## src/tcs_defines.svh

```systemverilog
`ifndef TCS_DEFINES_SVH
`define TCS_DEFINES_SVH
// register index and byte addresses
`define TCS_CLK_CTRL_IDX  12'h08e
`define TCS_A_CLK_CTRL    (`TCS_CLK_CTRL_IDX * 12'h004)
`define TCS_A_T01_MODE    12'h000
`define TCS_A_T0_COUNT    12'h004
`define TCS_A_T1_COUNT    12'h008
`define TCS_A_CTRL25      12'h00c
`define TCS_A_CLK_CTRL1   12'h010
`define TCS_T25_PAGE      7'h01
// timer_clock_control fields
`define TCS_CC_PRESC      0
`define TCS_CC_T0_SEL     2
`define TCS_CC_T1_SEL     3
`define TCS_CC_T2_LO      4
`define TCS_CC_T2_HI      5
`define TCS_CC_T3_LO      6
`define TCS_CC_T3_HI      7
// timer45 byte selects
`define TCS_CC1_T4_LO     0
`define TCS_CC1_T4_HI     1
`define TCS_CC1_T5_LO     2
`define TCS_CC1_T5_HI     3
// timer01 mode fields
`define TCS_M_T0_MODE     0
`define TCS_M_T0_CNT      2
`define TCS_M_T0_RUN      3
`define TCS_M_T1_MODE     4
`define TCS_M_T1_CNT      6
`define TCS_M_T1_RUN      7
// timer2..5 control nibble fields
`define TCS_C_RUN         0
`define TCS_C_SPLIT       1
`define TCS_C_EXT         2
`define TCS_CTRL25_MASK   16'h7777
// reset values
`define TCS_CLK_CTRL_RST  8'h00
// divide ratios
`define TCS_DIV_SYS12     12
`define TCS_DIV_SYS4      4
`define TCS_DIV_SYS48     48
`define TCS_DIV_EXT8      8
// bus responses
`define TCS_RESP_OKAY     2'h0
`define TCS_RESP_SLVERR   2'h2
`endif

```

## src/tcs_pkg.sv

```systemverilog
package tcs_pkg;
  typedef enum logic [1:0] {
    tcs_mode_13bit   = 2'h0,
    tcs_mode_16bit   = 2'h1,
    tcs_mode_reload8 = 2'h2,
    tcs_mode_split   = 2'h3
  } tcs_mode01_t;

  typedef struct packed {
    logic [15:0] count;
    logic [15:0] reload;
  } tcs_rt_state_t;

  typedef struct packed {
    logic [7:0]  clk_ctrl;
    logic [3:0]  clk_ctrl1;
    logic [7:0]  t01_mode;
    logic [15:0] ctrl25;
    logic [15:0] t0_count;
    logic [15:0] t1_count;
    logic [2:0]  sync1;
    logic [2:0]  sync2;
    logic [2:0]  prev;
    logic        awready;
    logic        wready;
    logic        bvalid;
    logic [1:0]  bresp;
    logic        arready;
    logic        rvalid;
    logic [1:0]  rresp;
    logic [31:0] rdata;
    logic        aw_got;
    logic        w_got;
    logic [11:0] awaddr;
    logic [15:0] wdata;
    logic [1:0]  wstrb;
  } tcs_state_t;

  function automatic logic [15:0] tcs_merge16(input logic [15:0] old,
                                              input logic [15:0] data,
                                              input logic [1:0]  strb);
    tcs_merge16 = {strb[1] ? data[15:8] : old[15:8], strb[0] ? data[7:0] : old[7:0]};
  endfunction

  // one count step of timer 0/1 for the given mode
  function automatic logic [15:0] tcs_step01(input logic [15:0] c, input tcs_mode01_t m);
    logic [12:0] v;
    v = {c[15:8], c[4:0]} + 13'h0001;
    unique case (m)
      tcs_mode_13bit:   tcs_step01 = {v[12:5], c[7:5], v[4:0]};
      tcs_mode_16bit:   tcs_step01 = c + 16'h0001;
      tcs_mode_reload8: tcs_step01 = (c[7:0] == 8'hff) ? {c[15:8], c[15:8]}
                                                       : {c[15:8], c[7:0] + 8'h01};
      tcs_mode_split:   tcs_step01 = {c[15:8], c[7:0] + 8'h01};
    endcase
  endfunction
endpackage

```

## src/tcs_divider.sv

```systemverilog
`timescale 1ns/100ps
module tcs_divider #(
  parameter int N = 12
) (
  // clock and reset
  input  wire logic aclk,
  input  wire logic aresetn,
  // input events and divided tick
  input  wire logic tick_in,
  output logic      tick
);
  localparam int W = (N > 1) ? $clog2(N) : 1;
  localparam logic [W-1:0] LAST = W'(N - 1);

  typedef struct packed {
    logic [W-1:0] cnt;
    logic         tick;
  } tcs_div_state_t;

  tcs_div_state_t s;
  tcs_div_state_t next_s;

  always_comb begin
    next_s = s;
    next_s.tick = 1'b0;
    if (tick_in) begin
      if (s.cnt == LAST) begin
        next_s.cnt = '0;
        next_s.tick = 1'b1;
      end else begin
        next_s.cnt = s.cnt + W'(1);
      end
    end
  end

  always_ff @(posedge aclk) begin
    if (!aresetn) begin
      s <= '0;
    end else begin
      s <= next_s;
    end
  end

  assign tick = s.tick;

  tick_one_cycle_a: assert property (@(posedge aclk) disable iff (!aresetn)
    tick |=> !tick)
    else $error("divided tick longer than one cycle");
endmodule

```

## src/tcs_reload_timer.sv

```systemverilog
`timescale 1ns/100ps
module tcs_reload_timer (
  // clock and reset
  input  wire logic        aclk,
  input  wire logic        aresetn,
  // count enables and mode
  input  wire logic        split,
  input  wire logic        en_lo,
  input  wire logic        en_hi,
  // software access
  input  wire logic        wr_count,
  input  wire logic        wr_reload,
  input  wire logic [15:0] wdata,
  input  wire logic [1:0]  wstrb,
  output logic      [15:0] count,
  output logic      [15:0] reload
);
  tcs_pkg::tcs_rt_state_t s;
  tcs_pkg::tcs_rt_state_t next_s;

  always_comb begin
    next_s = s;
    if (!split) begin
      if (en_lo) begin
        next_s.count = (s.count == 16'hffff) ? s.reload : s.count + 16'h0001;
      end
    end else begin
      if (en_lo) begin
        next_s.count[7:0] = (s.count[7:0] == 8'hff) ? s.reload[7:0]
                                                   : s.count[7:0] + 8'h01;
      end
      if (en_hi) begin
        next_s.count[15:8] = (s.count[15:8] == 8'hff) ? s.reload[15:8]
                                                     : s.count[15:8] + 8'h01;
      end
    end
    // software write wins over a count in the same cycle
    if (wr_count) begin
      next_s.count = tcs_pkg::tcs_merge16(s.count, wdata, wstrb);
    end
    if (wr_reload) begin
      next_s.reload = tcs_pkg::tcs_merge16(s.reload, wdata, wstrb);
    end
  end

  always_ff @(posedge aclk) begin
    if (!aresetn) begin
      s <= '0;
    end else begin
      s <= next_s;
    end
  end

  assign count  = s.count;
  assign reload = s.reload;

  wide_reload_a: assert property (@(posedge aclk) disable iff (!aresetn)
    (!split && en_lo && !wr_count && count == 16'hffff) |=> count == $past(reload))
    else $error("16-bit timer did not reload on overflow");
  upper_hold_a: assert property (@(posedge aclk) disable iff (!aresetn)
    (split && !en_hi && !wr_count) |=> count[15:8] == $past(count[15:8]))
    else $error("upper half moved without its clock");
endmodule

```

## src/tcs_timer_clock_select.sv

```systemverilog
// Operation
// - six sixteen-bit counter timers are provided
// - timers 0/1 have 13/16/reload8; split only timer0
// - timers 2-5 run 16-bit or split reload
// - timers 2-5 clock sys, sys/12, ext/8
// - counter mode counts falling edges on pin
// - prescale picks sys/12, /4, /48, ext/8
// - timer0 select: prescaled or system clock
// - timer1 select: prescaled or system clock
// - timer2 lower select: own source or system
// - timer2 upper select, split only
// - timer3 lower select: own source or system
// - timer3 upper select, split only
// - count mode bit picks pin edges
//
// Decided for this implementation: the AXI4-Lite register port.
`timescale 1ns/100ps
`include "tcs_defines.svh"
module tcs_timer_clock_select (
  // clock and reset
  input  wire logic        aclk,
  input  wire logic        aresetn,
  // event and oscillator pins
  input  wire logic        timer0_event_pin,
  input  wire logic        timer1_event_pin,
  input  wire logic        ext_osc_pin,
  // axi write address
  input  wire logic [11:0] awaddr,
  input  wire logic        awvalid,
  output logic             awready,
  // axi write data
  input  wire logic [31:0] wdata,
  input  wire logic [3:0]  wstrb,
  input  wire logic        wvalid,
  output logic             wready,
  // axi write response
  output logic      [1:0]  bresp,
  output logic             bvalid,
  input  wire logic        bready,
  // axi read address
  input  wire logic [11:0] araddr,
  input  wire logic        arvalid,
  output logic             arready,
  // axi read data
  output logic      [31:0] rdata,
  output logic      [1:0]  rresp,
  output logic             rvalid,
  input  wire logic        rready
);
  tcs_pkg::tcs_state_t  s;
  tcs_pkg::tcs_state_t  next_s;
  tcs_pkg::tcs_mode01_t mode0;
  tcs_pkg::tcs_mode01_t mode1;

  logic [2:0]  pin_fall;
  logic        ext_rise;
  logic        tick12;
  logic        tick4;
  logic        tick48;
  logic        tick_ext8;
  logic        presc_tick;
  logic        run0;
  logic        run1;
  logic        t0_timer_en;
  logic        t1_timer_en;
  logic        t0_en;
  logic        th0_en;
  logic        t1_en;
  logic        commit;
  logic [11:0] waddr;
  logic        wr_t25;
  logic        wr_t0;
  logic        wr_t1;
  logic        wr_hit;
  logic [3:0]  lo_sel;
  logic [3:0]  hi_sel;
  logic [15:0] cnt25 [4];
  logic [15:0] rld25 [4];
  logic [11:0] raddr;
  logic [31:0] rd_word;
  logic        rd_hit;
  logic [15:0] c0;
  logic [15:0] c1;

  // pin edges are looked at only after the second flop
  assign pin_fall = s.prev & ~s.sync2;
  assign ext_rise = ~s.prev[2] & s.sync2[2];

  tcs_divider #(.N(`TCS_DIV_SYS12)) u_div12 (
    .aclk    (aclk),
    .aresetn (aresetn),
    .tick_in (1'b1),
    .tick    (tick12)
  );
  tcs_divider #(.N(`TCS_DIV_SYS4)) u_div4 (
    .aclk    (aclk),
    .aresetn (aresetn),
    .tick_in (1'b1),
    .tick    (tick4)
  );
  tcs_divider #(.N(`TCS_DIV_SYS48)) u_div48 (
    .aclk    (aclk),
    .aresetn (aresetn),
    .tick_in (1'b1),
    .tick    (tick48)
  );
  // the oscillator is sampled, so it must stay below a quarter of aclk
  tcs_divider #(.N(`TCS_DIV_EXT8)) u_div_ext8 (
    .aclk    (aclk),
    .aresetn (aresetn),
    .tick_in (ext_rise),
    .tick    (tick_ext8)
  );

  always_comb begin
    unique case (s.clk_ctrl[`TCS_CC_PRESC +: 2])
      2'h0: presc_tick = tick12;
      2'h1: presc_tick = tick4;
      2'h2: presc_tick = tick48;
      2'h3: presc_tick = tick_ext8;
    endcase
  end

  assign mode0 = tcs_pkg::tcs_mode01_t'(s.t01_mode[`TCS_M_T0_MODE +: 2]);
  assign mode1 = tcs_pkg::tcs_mode01_t'(s.t01_mode[`TCS_M_T1_MODE +: 2]);
  assign run0  = s.t01_mode[`TCS_M_T0_RUN];
  assign run1  = s.t01_mode[`TCS_M_T1_RUN];

  assign t0_timer_en = s.clk_ctrl[`TCS_CC_T0_SEL] | presc_tick;
  assign t1_timer_en = s.clk_ctrl[`TCS_CC_T1_SEL] | presc_tick;
  // the clock select is ignored while the count mode bit is set
  assign t0_en = run0 & (s.t01_mode[`TCS_M_T0_CNT] ? pin_fall[0] : t0_timer_en);
  assign t1_en = run1 & (mode1 != tcs_pkg::tcs_mode_split) &
                 (s.t01_mode[`TCS_M_T1_CNT] ? pin_fall[1] : t1_timer_en);
  // in split mode the upper half of timer0 is a timer only, run by timer1's run bit
  assign th0_en = run1 & t0_timer_en;

  assign commit = s.aw_got & s.w_got & ~s.bvalid;
  assign waddr  = {s.awaddr[11:2], 2'h0};
  assign wr_t25 = commit & (waddr[11:5] == `TCS_T25_PAGE);
  assign wr_t0  = commit & (waddr == `TCS_A_T0_COUNT);
  assign wr_t1  = commit & (waddr == `TCS_A_T1_COUNT);
  assign wr_hit = wr_t25 | wr_t0 | wr_t1 |
                  (waddr == `TCS_A_CLK_CTRL) | (waddr == `TCS_A_T01_MODE) |
                  (waddr == `TCS_A_CTRL25) | (waddr == `TCS_A_CLK_CTRL1);

  assign lo_sel = {s.clk_ctrl1[`TCS_CC1_T5_LO], s.clk_ctrl1[`TCS_CC1_T4_LO],
                   s.clk_ctrl[`TCS_CC_T3_LO], s.clk_ctrl[`TCS_CC_T2_LO]};
  assign hi_sel = {s.clk_ctrl1[`TCS_CC1_T5_HI], s.clk_ctrl1[`TCS_CC1_T4_HI],
                   s.clk_ctrl[`TCS_CC_T3_HI], s.clk_ctrl[`TCS_CC_T2_HI]};

  // timers 2 to 5, one instance each
  for (genvar i = 0; i < 4; i++) begin : g_rt
    logic src;
    logic run;
    assign run = s.ctrl25[4*i + `TCS_C_RUN];
    assign src = s.ctrl25[4*i + `TCS_C_EXT] ? tick_ext8 : tick12;
    tcs_reload_timer u_rt (
      .aclk      (aclk),
      .aresetn   (aresetn),
      .split     (s.ctrl25[4*i + `TCS_C_SPLIT]),
      .en_lo     (run & (lo_sel[i] | src)),
      .en_hi     (run & (hi_sel[i] | src)),
      .wr_count  (wr_t25 & (waddr[4:3] == 2'(i)) & ~waddr[2]),
      .wr_reload (wr_t25 & (waddr[4:3] == 2'(i)) & waddr[2]),
      .wdata     (s.wdata),
      .wstrb     (s.wstrb),
      .count     (cnt25[i]),
      .reload    (rld25[i])
    );
  end

  // read decode
  assign raddr = {araddr[11:2], 2'h0};
  always_comb begin
    rd_word = 32'h0000_0000;
    rd_hit  = 1'b1;
    if (raddr == `TCS_A_CLK_CTRL) begin
      rd_word = {24'h00_0000, s.clk_ctrl};
    end else if (raddr == `TCS_A_T01_MODE) begin
      rd_word = {24'h00_0000, s.t01_mode};
    end else if (raddr == `TCS_A_T0_COUNT) begin
      rd_word = {16'h0000, s.t0_count};
    end else if (raddr == `TCS_A_T1_COUNT) begin
      rd_word = {16'h0000, s.t1_count};
    end else if (raddr == `TCS_A_CTRL25) begin
      rd_word = {16'h0000, s.ctrl25};
    end else if (raddr == `TCS_A_CLK_CTRL1) begin
      rd_word = {28'h000_0000, s.clk_ctrl1};
    end else if (raddr[11:5] == `TCS_T25_PAGE) begin
      rd_word = {16'h0000, raddr[2] ? rld25[raddr[4:3]] : cnt25[raddr[4:3]]};
    end else begin
      rd_hit = 1'b0;
    end
  end

  // timer 0 and 1 counting
  always_comb begin
    c0 = s.t0_count;
    if (t0_en) begin
      c0 = tcs_pkg::tcs_step01(c0, mode0);
    end
    if (mode0 == tcs_pkg::tcs_mode_split && th0_en) begin
      c0[15:8] = c0[15:8] + 8'h01;
    end
    c1 = s.t1_count;
    if (t1_en) begin
      c1 = tcs_pkg::tcs_step01(c1, mode1);
    end
  end

  always_comb begin
    next_s = s;
    next_s.sync1 = {ext_osc_pin, timer1_event_pin, timer0_event_pin};
    next_s.sync2 = s.sync1;
    next_s.prev  = s.sync2;
    next_s.t0_count = c0;
    next_s.t1_count = c1;
    // read channel
    if (!s.rvalid && !s.arready) begin
      next_s.arready = 1'b1;
    end
    if (s.arready && arvalid) begin
      next_s.arready = 1'b0;
      next_s.rvalid  = 1'b1;
      next_s.rdata   = rd_word;
      next_s.rresp   = rd_hit ? `TCS_RESP_OKAY : `TCS_RESP_SLVERR;
    end
    if (s.rvalid && rready) begin
      next_s.rvalid  = 1'b0;
      next_s.arready = 1'b1;
    end
    // write channels, taken in either order
    if (s.awready && awvalid) begin
      next_s.aw_got = 1'b1;
      next_s.awaddr = awaddr;
    end
    if (s.wready && wvalid) begin
      next_s.w_got = 1'b1;
      next_s.wdata = wdata[15:0];
      next_s.wstrb = wstrb[1:0];
    end
    if (commit) begin
      next_s.aw_got = 1'b0;
      next_s.w_got  = 1'b0;
      next_s.bvalid = 1'b1;
      next_s.bresp  = wr_hit ? `TCS_RESP_OKAY : `TCS_RESP_SLVERR;
      if (waddr == `TCS_A_CLK_CTRL && s.wstrb[0]) begin
        next_s.clk_ctrl = s.wdata[7:0];
      end
      if (waddr == `TCS_A_T01_MODE && s.wstrb[0]) begin
        next_s.t01_mode = s.wdata[7:0];
      end
      if (waddr == `TCS_A_CLK_CTRL1 && s.wstrb[0]) begin
        next_s.clk_ctrl1 = s.wdata[3:0];
      end
      if (waddr == `TCS_A_CTRL25) begin
        next_s.ctrl25 = tcs_pkg::tcs_merge16(s.ctrl25, s.wdata, s.wstrb) & `TCS_CTRL25_MASK;
      end
      // a software write overrides a count step in the same cycle
      if (wr_t0) begin
        next_s.t0_count = tcs_pkg::tcs_merge16(s.t0_count, s.wdata, s.wstrb);
      end
      if (wr_t1) begin
        next_s.t1_count = tcs_pkg::tcs_merge16(s.t1_count, s.wdata, s.wstrb);
      end
    end
    if (s.bvalid && bready) begin
      next_s.bvalid = 1'b0;
    end
    next_s.awready = ~next_s.aw_got & ~next_s.bvalid;
    next_s.wready  = ~next_s.w_got & ~next_s.bvalid;
  end

  always_ff @(posedge aclk) begin
    if (!aresetn) begin
      s <= '0;
    end else begin
      s <= next_s;
    end
  end

  assign awready = s.awready;
  assign wready  = s.wready;
  assign bvalid  = s.bvalid;
  assign bresp   = s.bresp;
  assign arready = s.arready;
  assign rvalid  = s.rvalid;
  assign rresp   = s.rresp;
  assign rdata   = s.rdata;

  div4_spacing_a: assert property (@(posedge aclk) disable iff (!aresetn)
    (s.clk_ctrl[1:0] == 2'h1 && presc_tick) |=> (!tick4)[*3] ##1 tick4)
    else $error("prescale by four has wrong period");
  div48_gap_a: assert property (@(posedge aclk) disable iff (!aresetn)
    tick48 |=> (!tick48)[*8])
    else $error("prescale by 48 ticks too soon");
  pin_count_a: assert property (@(posedge aclk) disable iff (!aresetn)
    (run0 && s.t01_mode[`TCS_M_T0_CNT] && mode0 == tcs_pkg::tcs_mode_16bit &&
     pin_fall[0] && !wr_t0) |=> s.t0_count == $past(s.t0_count) + 16'h0001)
    else $error("timer0 missed a pin falling edge");
  pin_hold_a: assert property (@(posedge aclk) disable iff (!aresetn)
    (s.t01_mode[`TCS_M_T0_CNT] && !pin_fall[0] && !(th0_en && mode0 == tcs_pkg::tcs_mode_split)
     && !wr_t0) |=> s.t0_count == $past(s.t0_count))
    else $error("timer0 counted without a pin edge");
  sys_clock_a: assert property (@(posedge aclk) disable iff (!aresetn)
    (run0 && !s.t01_mode[`TCS_M_T0_CNT] && s.clk_ctrl[`TCS_CC_T0_SEL] &&
     mode0 == tcs_pkg::tcs_mode_16bit && !wr_t0)
    |=> s.t0_count == $past(s.t0_count) + 16'h0001)
    else $error("timer0 did not run on system clock");
  presc_hold_a: assert property (@(posedge aclk) disable iff (!aresetn)
    (!s.t01_mode[`TCS_M_T1_CNT] && !s.clk_ctrl[`TCS_CC_T1_SEL] && !presc_tick && !wr_t1)
    |=> s.t1_count == $past(s.t1_count))
    else $error("timer1 moved without a prescaled tick");
  reload8_a: assert property (@(posedge aclk) disable iff (!aresetn)
    (t0_en && mode0 == tcs_pkg::tcs_mode_reload8 && s.t0_count[7:0] == 8'hff && !wr_t0)
    |=> s.t0_count[7:0] == $past(s.t0_count[15:8]))
    else $error("timer0 8-bit mode did not reload");
  t1_split_hold_a: assert property (@(posedge aclk) disable iff (!aresetn)
    (mode1 == tcs_pkg::tcs_mode_split && !wr_t1) |=> $stable(s.t1_count))
    else $error("timer1 ran in split mode");
  resp_hold_a: assert property (@(posedge aclk) disable iff (!aresetn)
    (bvalid && !bready) |=> bvalid && $stable(bresp))
    else $error("write response dropped before bready");
  ext_pulse_a: assert property (@(posedge aclk) disable iff (!aresetn)
    tick_ext8 |=> !tick_ext8 ##1 !tick_ext8)
    else $error("external divide tick too long");
  // the upper half of a split timer0 ignores the count mode bit
  th0_split_a: assert property (@(posedge aclk) disable iff (!aresetn)
    (run1 && mode0 == tcs_pkg::tcs_mode_split && s.clk_ctrl[`TCS_CC_T0_SEL] && !wr_t0)
    |=> s.t0_count[15:8] == $past(s.t0_count[15:8]) + 8'h01)
    else $error("timer0 upper half missed a system clock step");
  t1_sys_clock_a: assert property (@(posedge aclk) disable iff (!aresetn)
    (run1 && !s.t01_mode[`TCS_M_T1_CNT] && s.clk_ctrl[`TCS_CC_T1_SEL] &&
     mode1 == tcs_pkg::tcs_mode_16bit && !wr_t1)
    |=> s.t1_count == $past(s.t1_count) + 16'h0001)
    else $error("timer1 did not run on system clock");
  // overflow cycles are left out so a reload cannot hide a missed step
  t2_lower_sys_a: assert property (@(posedge aclk) disable iff (!aresetn)
    (s.ctrl25[`TCS_C_RUN] && !s.ctrl25[`TCS_C_SPLIT] && s.clk_ctrl[`TCS_CC_T2_LO] &&
     !wr_t25 && cnt25[0] != 16'hffff) |=> cnt25[0] == $past(cnt25[0]) + 16'h0001)
    else $error("timer2 did not run on system clock");
  t3_lower_sys_a: assert property (@(posedge aclk) disable iff (!aresetn)
    (s.ctrl25[4 + `TCS_C_RUN] && s.clk_ctrl[`TCS_CC_T3_LO] && !wr_t25 &&
     cnt25[1][7:0] != 8'hff) |=> cnt25[1][7:0] == $past(cnt25[1][7:0]) + 8'h01)
    else $error("timer3 lower byte did not run on system clock");
endmodule

```

## config.mk

```make
export PLATFORM = sky130hd
export DESIGN_NAME = tcs_timer_clock_select
export DESIGN_NICKNAME = d
export VERILOG_FILES = /design/src/tcs_pkg.sv /design/src/tcs_divider.sv /design/src/tcs_reload_timer.sv /design/src/tcs_timer_clock_select.sv
export VERILOG_INCLUDE_DIRS = /design/src
export SDC_FILE = /design/constraint.sdc
export NUM_CORES = 1
export LEC_CHECK = 0
export ABC_AREA = 1
export BUFFER_PORTS_ARGS = -buffer_cell sky130_fd_sc_hd__buf_2
export CAP_MARGIN = 20
export CORE_MARGIN = 2
export CORE_UTILIZATION = 60
export DETAILED_ROUTE_END_ITERATION = 8
export PLACE_DENSITY = 0.79
export SLEW_MARGIN = 10
export SYNTH_ARGS = -nofsm -noshare
export SYNTH_HDL_FRONTEND = slang
export SYNTH_SLANG_ARGS = --single-unit
```

## constraint.sdc

```tcl
create_clock -name aclk -period 3.2 [get_ports aclk]
set_input_delay 0.48 -clock aclk [delete_from_list [all_inputs] [get_ports aclk]]
set_output_delay 0.48 -clock aclk [all_outputs]
set_load 0.02 [all_outputs]
```

==> summary.md <==
| Metric | Value |
|---|---|
| 1st-iter DRT viols | `2,609` |
| Grt total ovfl | `0` |
| Kind of critical path | `flop to flop` |
| Sw Share | `about a quarter` |
| # DRC | `0` |
| Area Overhead vs Synth | `9.760%` |
| Flop pwr share | `44.7%` |
| Syn Inst Count | `~2.5k` |
| Share of cells above drive strength 1 | `9.368%` |
| Logic pwr share | `under 10%` |
| Final setup skew | `between 0.015 and 0.02 ns` |
| NetSw | `0.002113 W` |
| Clock Power Share | `about 48%` |
| Initial antenna violation count | `2` |
| Critical Path AT | `approximately 3.5 ns` |
| Setup TNS | `0 ns` |
| Via/cell ratio | `6.409` |
| Max_slew headroom | `16.23%` |
| # setup viols final | `0` |
| Largest net degree at the start of global routing | `97` |
| Total GRT Usage | `41.24%` |
| Synth Flop Type | `dfxtp_1` |
| Commonest non-fill, non-tap cell in the layout | `o21ai_0` |
| Tcrit/Tclk final | `91.94%` |
| Yosys reg bits | `about 270` |
| Post-CTS Setup Bufs | `0` |
| Top cells by area, synth | `dfxtp_1, o21ai_0, a21oi_1` |
| Static Leakage | `6.812 nW` |
| Die area | `between 20,000 and 30,000 um2` |
| First-pass GRT wire length | `just over 90,000 um` |
| Max Buffers Root-to-Sink | `3` |
| Actual slew at the worst max-slew pin | `around 1.3 ns` |
| Post-layout minimum cycle time | `2.942 ns` |
| Synthesized area | `16,550 um2` |
| H-tree depth | `1` |
| Max-Cap Viols | `0` |
| Cell taking the most area after synthesis | `dfxtp_1` |
| CP Launch Type | `flop` |
| Fmax | `0.3399 GHz` |
| Die W | `~170 um` |
| Req. time, crit path | `3.71 ns` |
| CTS buffer count | `31` |
| CP max stage cell | `nand3_4` |
| Clk pin slew, worst setup/hold paths | `around 0.070 ns` |
| P_int | `0.005834 W` |
| Worst vdd ir | `0.4999 mV` |
| Fin. Hold Viols | `0` |
| Status | `completed` |
| Clk_lat worst skew | `0.60 ns` |
| Final WL | `slightly above 60,000 um` |
| ANT nets after route | `0` |
| Via count | `18.40k` |
| Most frequent cells in the layout | `o21ai_0, a21oi_1, nand2_1` |
| HPWL after detailed placement | `43,910 um` |
| Placed Instance Area | `17,060 um2` |
| Post-cts sizing count | `0` |
| # fillers | `2,455` |
| PwrDens | `~440 nW/um2` |
| Final Net Count | `2,591` |
| Wire per inst | `around 21 um` |
| Core Box Area | `approximately 27,000 um2` |
| Avg Synthesized Cell Area | `around 6.7 um2` |
| I/O pin count | `111` |
| Port bufs | `70` |
| Hold_buf cts | `0` |
| GPL Wtd Cong | `1.035` |
| Slew Limit Fails | `0` |
| Initial core utilization | `between 60% and 70%` |
| Drt pass-1 iters | `6` |
| Crit path max-delay family | `simple AND/OR/NAND/NOR gates` |
| Type of the worst min-delay path | `input pin to flop` |
| Netlist cell types | `59` |
| Post-synth EDFFs | `0` |
| Critical path, cell by cell | `inv_2, nor3_4, nand2_2, nor3_4, nand3_4, nand2_4, inv_2, nand2_1, o211ai_2, a21oi_1, o21ai_0, a21oi_1` |
| Die Ht | `170.1 um` |
| CP max stage delay | `0.37 ns` |
| Top cell type's share of synthesized area | `33.02%` |
| CTS Root Cell | `clkbuf_16` |
| CP max FO | `17` |
| Vias in the first global route | `16.21k` |
| Seq/Total Area, Yosys | `between 30% and 40%` |
| Power Total | `0.007947 W` |
| Post-route cell area | `~18,000 um2` |
| Yosys warning count | `0` |
| Core Rows | `60` |
| Asr flop ratio synth | `0%` |
| Crit end category | `flop` |
| CTS tree | `yes` |
| Buf/Inv on CP | `2` |
| ANT cells | `0` |
| Clock sinks | `273` |
| RSZ-0062 raised after global routing | `false` |
-- tightest hold or removal path, delay by kind of cell --
| family | cells | cell delay [ns] |
|---|---|---|
| AND/OR/NAND/NOR | 1 | 0.04 |
| buffers and inverters | 2 | 0.11 |
-- path summary, 6_finish.rpt --
check | endpoint | depth (start not counted) | startpoint | slack (ns)
worst max-delay path | g_rt[1].u_rt.count[8] | 12 | s[30] | 0.26
worst min-delay path | next_s[77] | 3 | timer1_event_pin | 0.07
worst max register to register | g_rt[1].u_rt.count[8] | 12 | s[30] | 0.26
worst min register to register | next_s[74] | 2 | next_s[77] | 0.42
-- registers in the layout (all words and copies together) (netlist names), 2 cells and up --
register          count
g_rt.run              4
g_rt.u_rt.count      64
g_rt.u_rt.reload     64
hi_sel                4
lo_sel                4
mode0                 2
mode1                 2
next_s                6
rdata                16
s                    79
u_div12.s             4
u_div4.s              2
u_div48.s             6
u_div_ext8.s          3
-- power groups by stage --
stage,Clock (W),Sequential [W],Combinational [W]
detailed placement,0,0.00362,0.000531
CTS,0.00382,0.00355,0.000533
finish,0.00383,0.00356,0.000559
global route,0.00396,0.00355,0.000591
floorplan,0,0.00357,0.000351
global placement,0,0.00362,0.000521
-- final cells by class --
type,count,area (um2),area share [%]
Timing Repair Buffer,116,735.7,4.050
Inverter,306,1152,6.343
Sequential cell,273,5465,30.08
Multi-Input combinational cell,1777,9283,51.10
Clock buffer,41,903.4,4.973
Tap cell,341,426.7,2.349
Clock inverter,17,200.2,1.102
-- routing by layer --
layer	wire [um]	GRT usage, %	vias to the layer above
met5	11	0	-
met4	2492	14.75	2
met3	7880	7.209	184
met2	25320	61.66	1271
met1	25580	59.53	8430
li1	-	-	8513
-- synthesized netlist by cell type, types with 8 or more instances --
master and number:
o21ai_0 414, a21oi_1 336, nand2_1 302, inv_1 283, dfxtp_1 273, nor2_1 230, clkbuf_1 95, nand3_1 94
xor2_1 52, nor3_1 44, o211ai_1 37, buf_4 36, a211oi_1 30, a31oi_1 23, nand4_1 20, o221ai_1 18
o22ai_1 17, ha_1 16, inv_2 14, a221oi_1 13, buf_2 12, o21ai_1 12, nor4_1 9, o2111ai_1 9
xnor2_1 9, or2_2 8
-- stage by stage --
| step | setup slack, ns | hold WS, ns | utilization, % | cells |
|---|---|---|---|---|
| 2_1_floorplan | 0.9301 | 0.3905 | - | 2504 |
| 3_3_place_gp | 0.4338 | 0.3986 | 63.13 | 2813 |
| 3_5_place_dp | 0.3797 | 0.4041 | 63.13 | 2813 |
| 4_1_cts | 0.3479 | 0.06316 | 67.22 | 2871 |
| 5_1_grt | 0.05778 | 0.08096 | 67.22 | 2871 |
| 6_report | 0.2578 | 0.06575 | 67.22 | 2871 |
-- cell families after synthesis --
group,synth area share [%]
XOR/XNOR,3.228
adder cells (fa/ha/maj),1.210
other,0.02266
AND/OR/NAND/NOR,19.50
AO/OA/AOI/OAI,31.74
flip-flops,33.02
buffers and inverters,11.28
(Power assumes the default switching activity.)
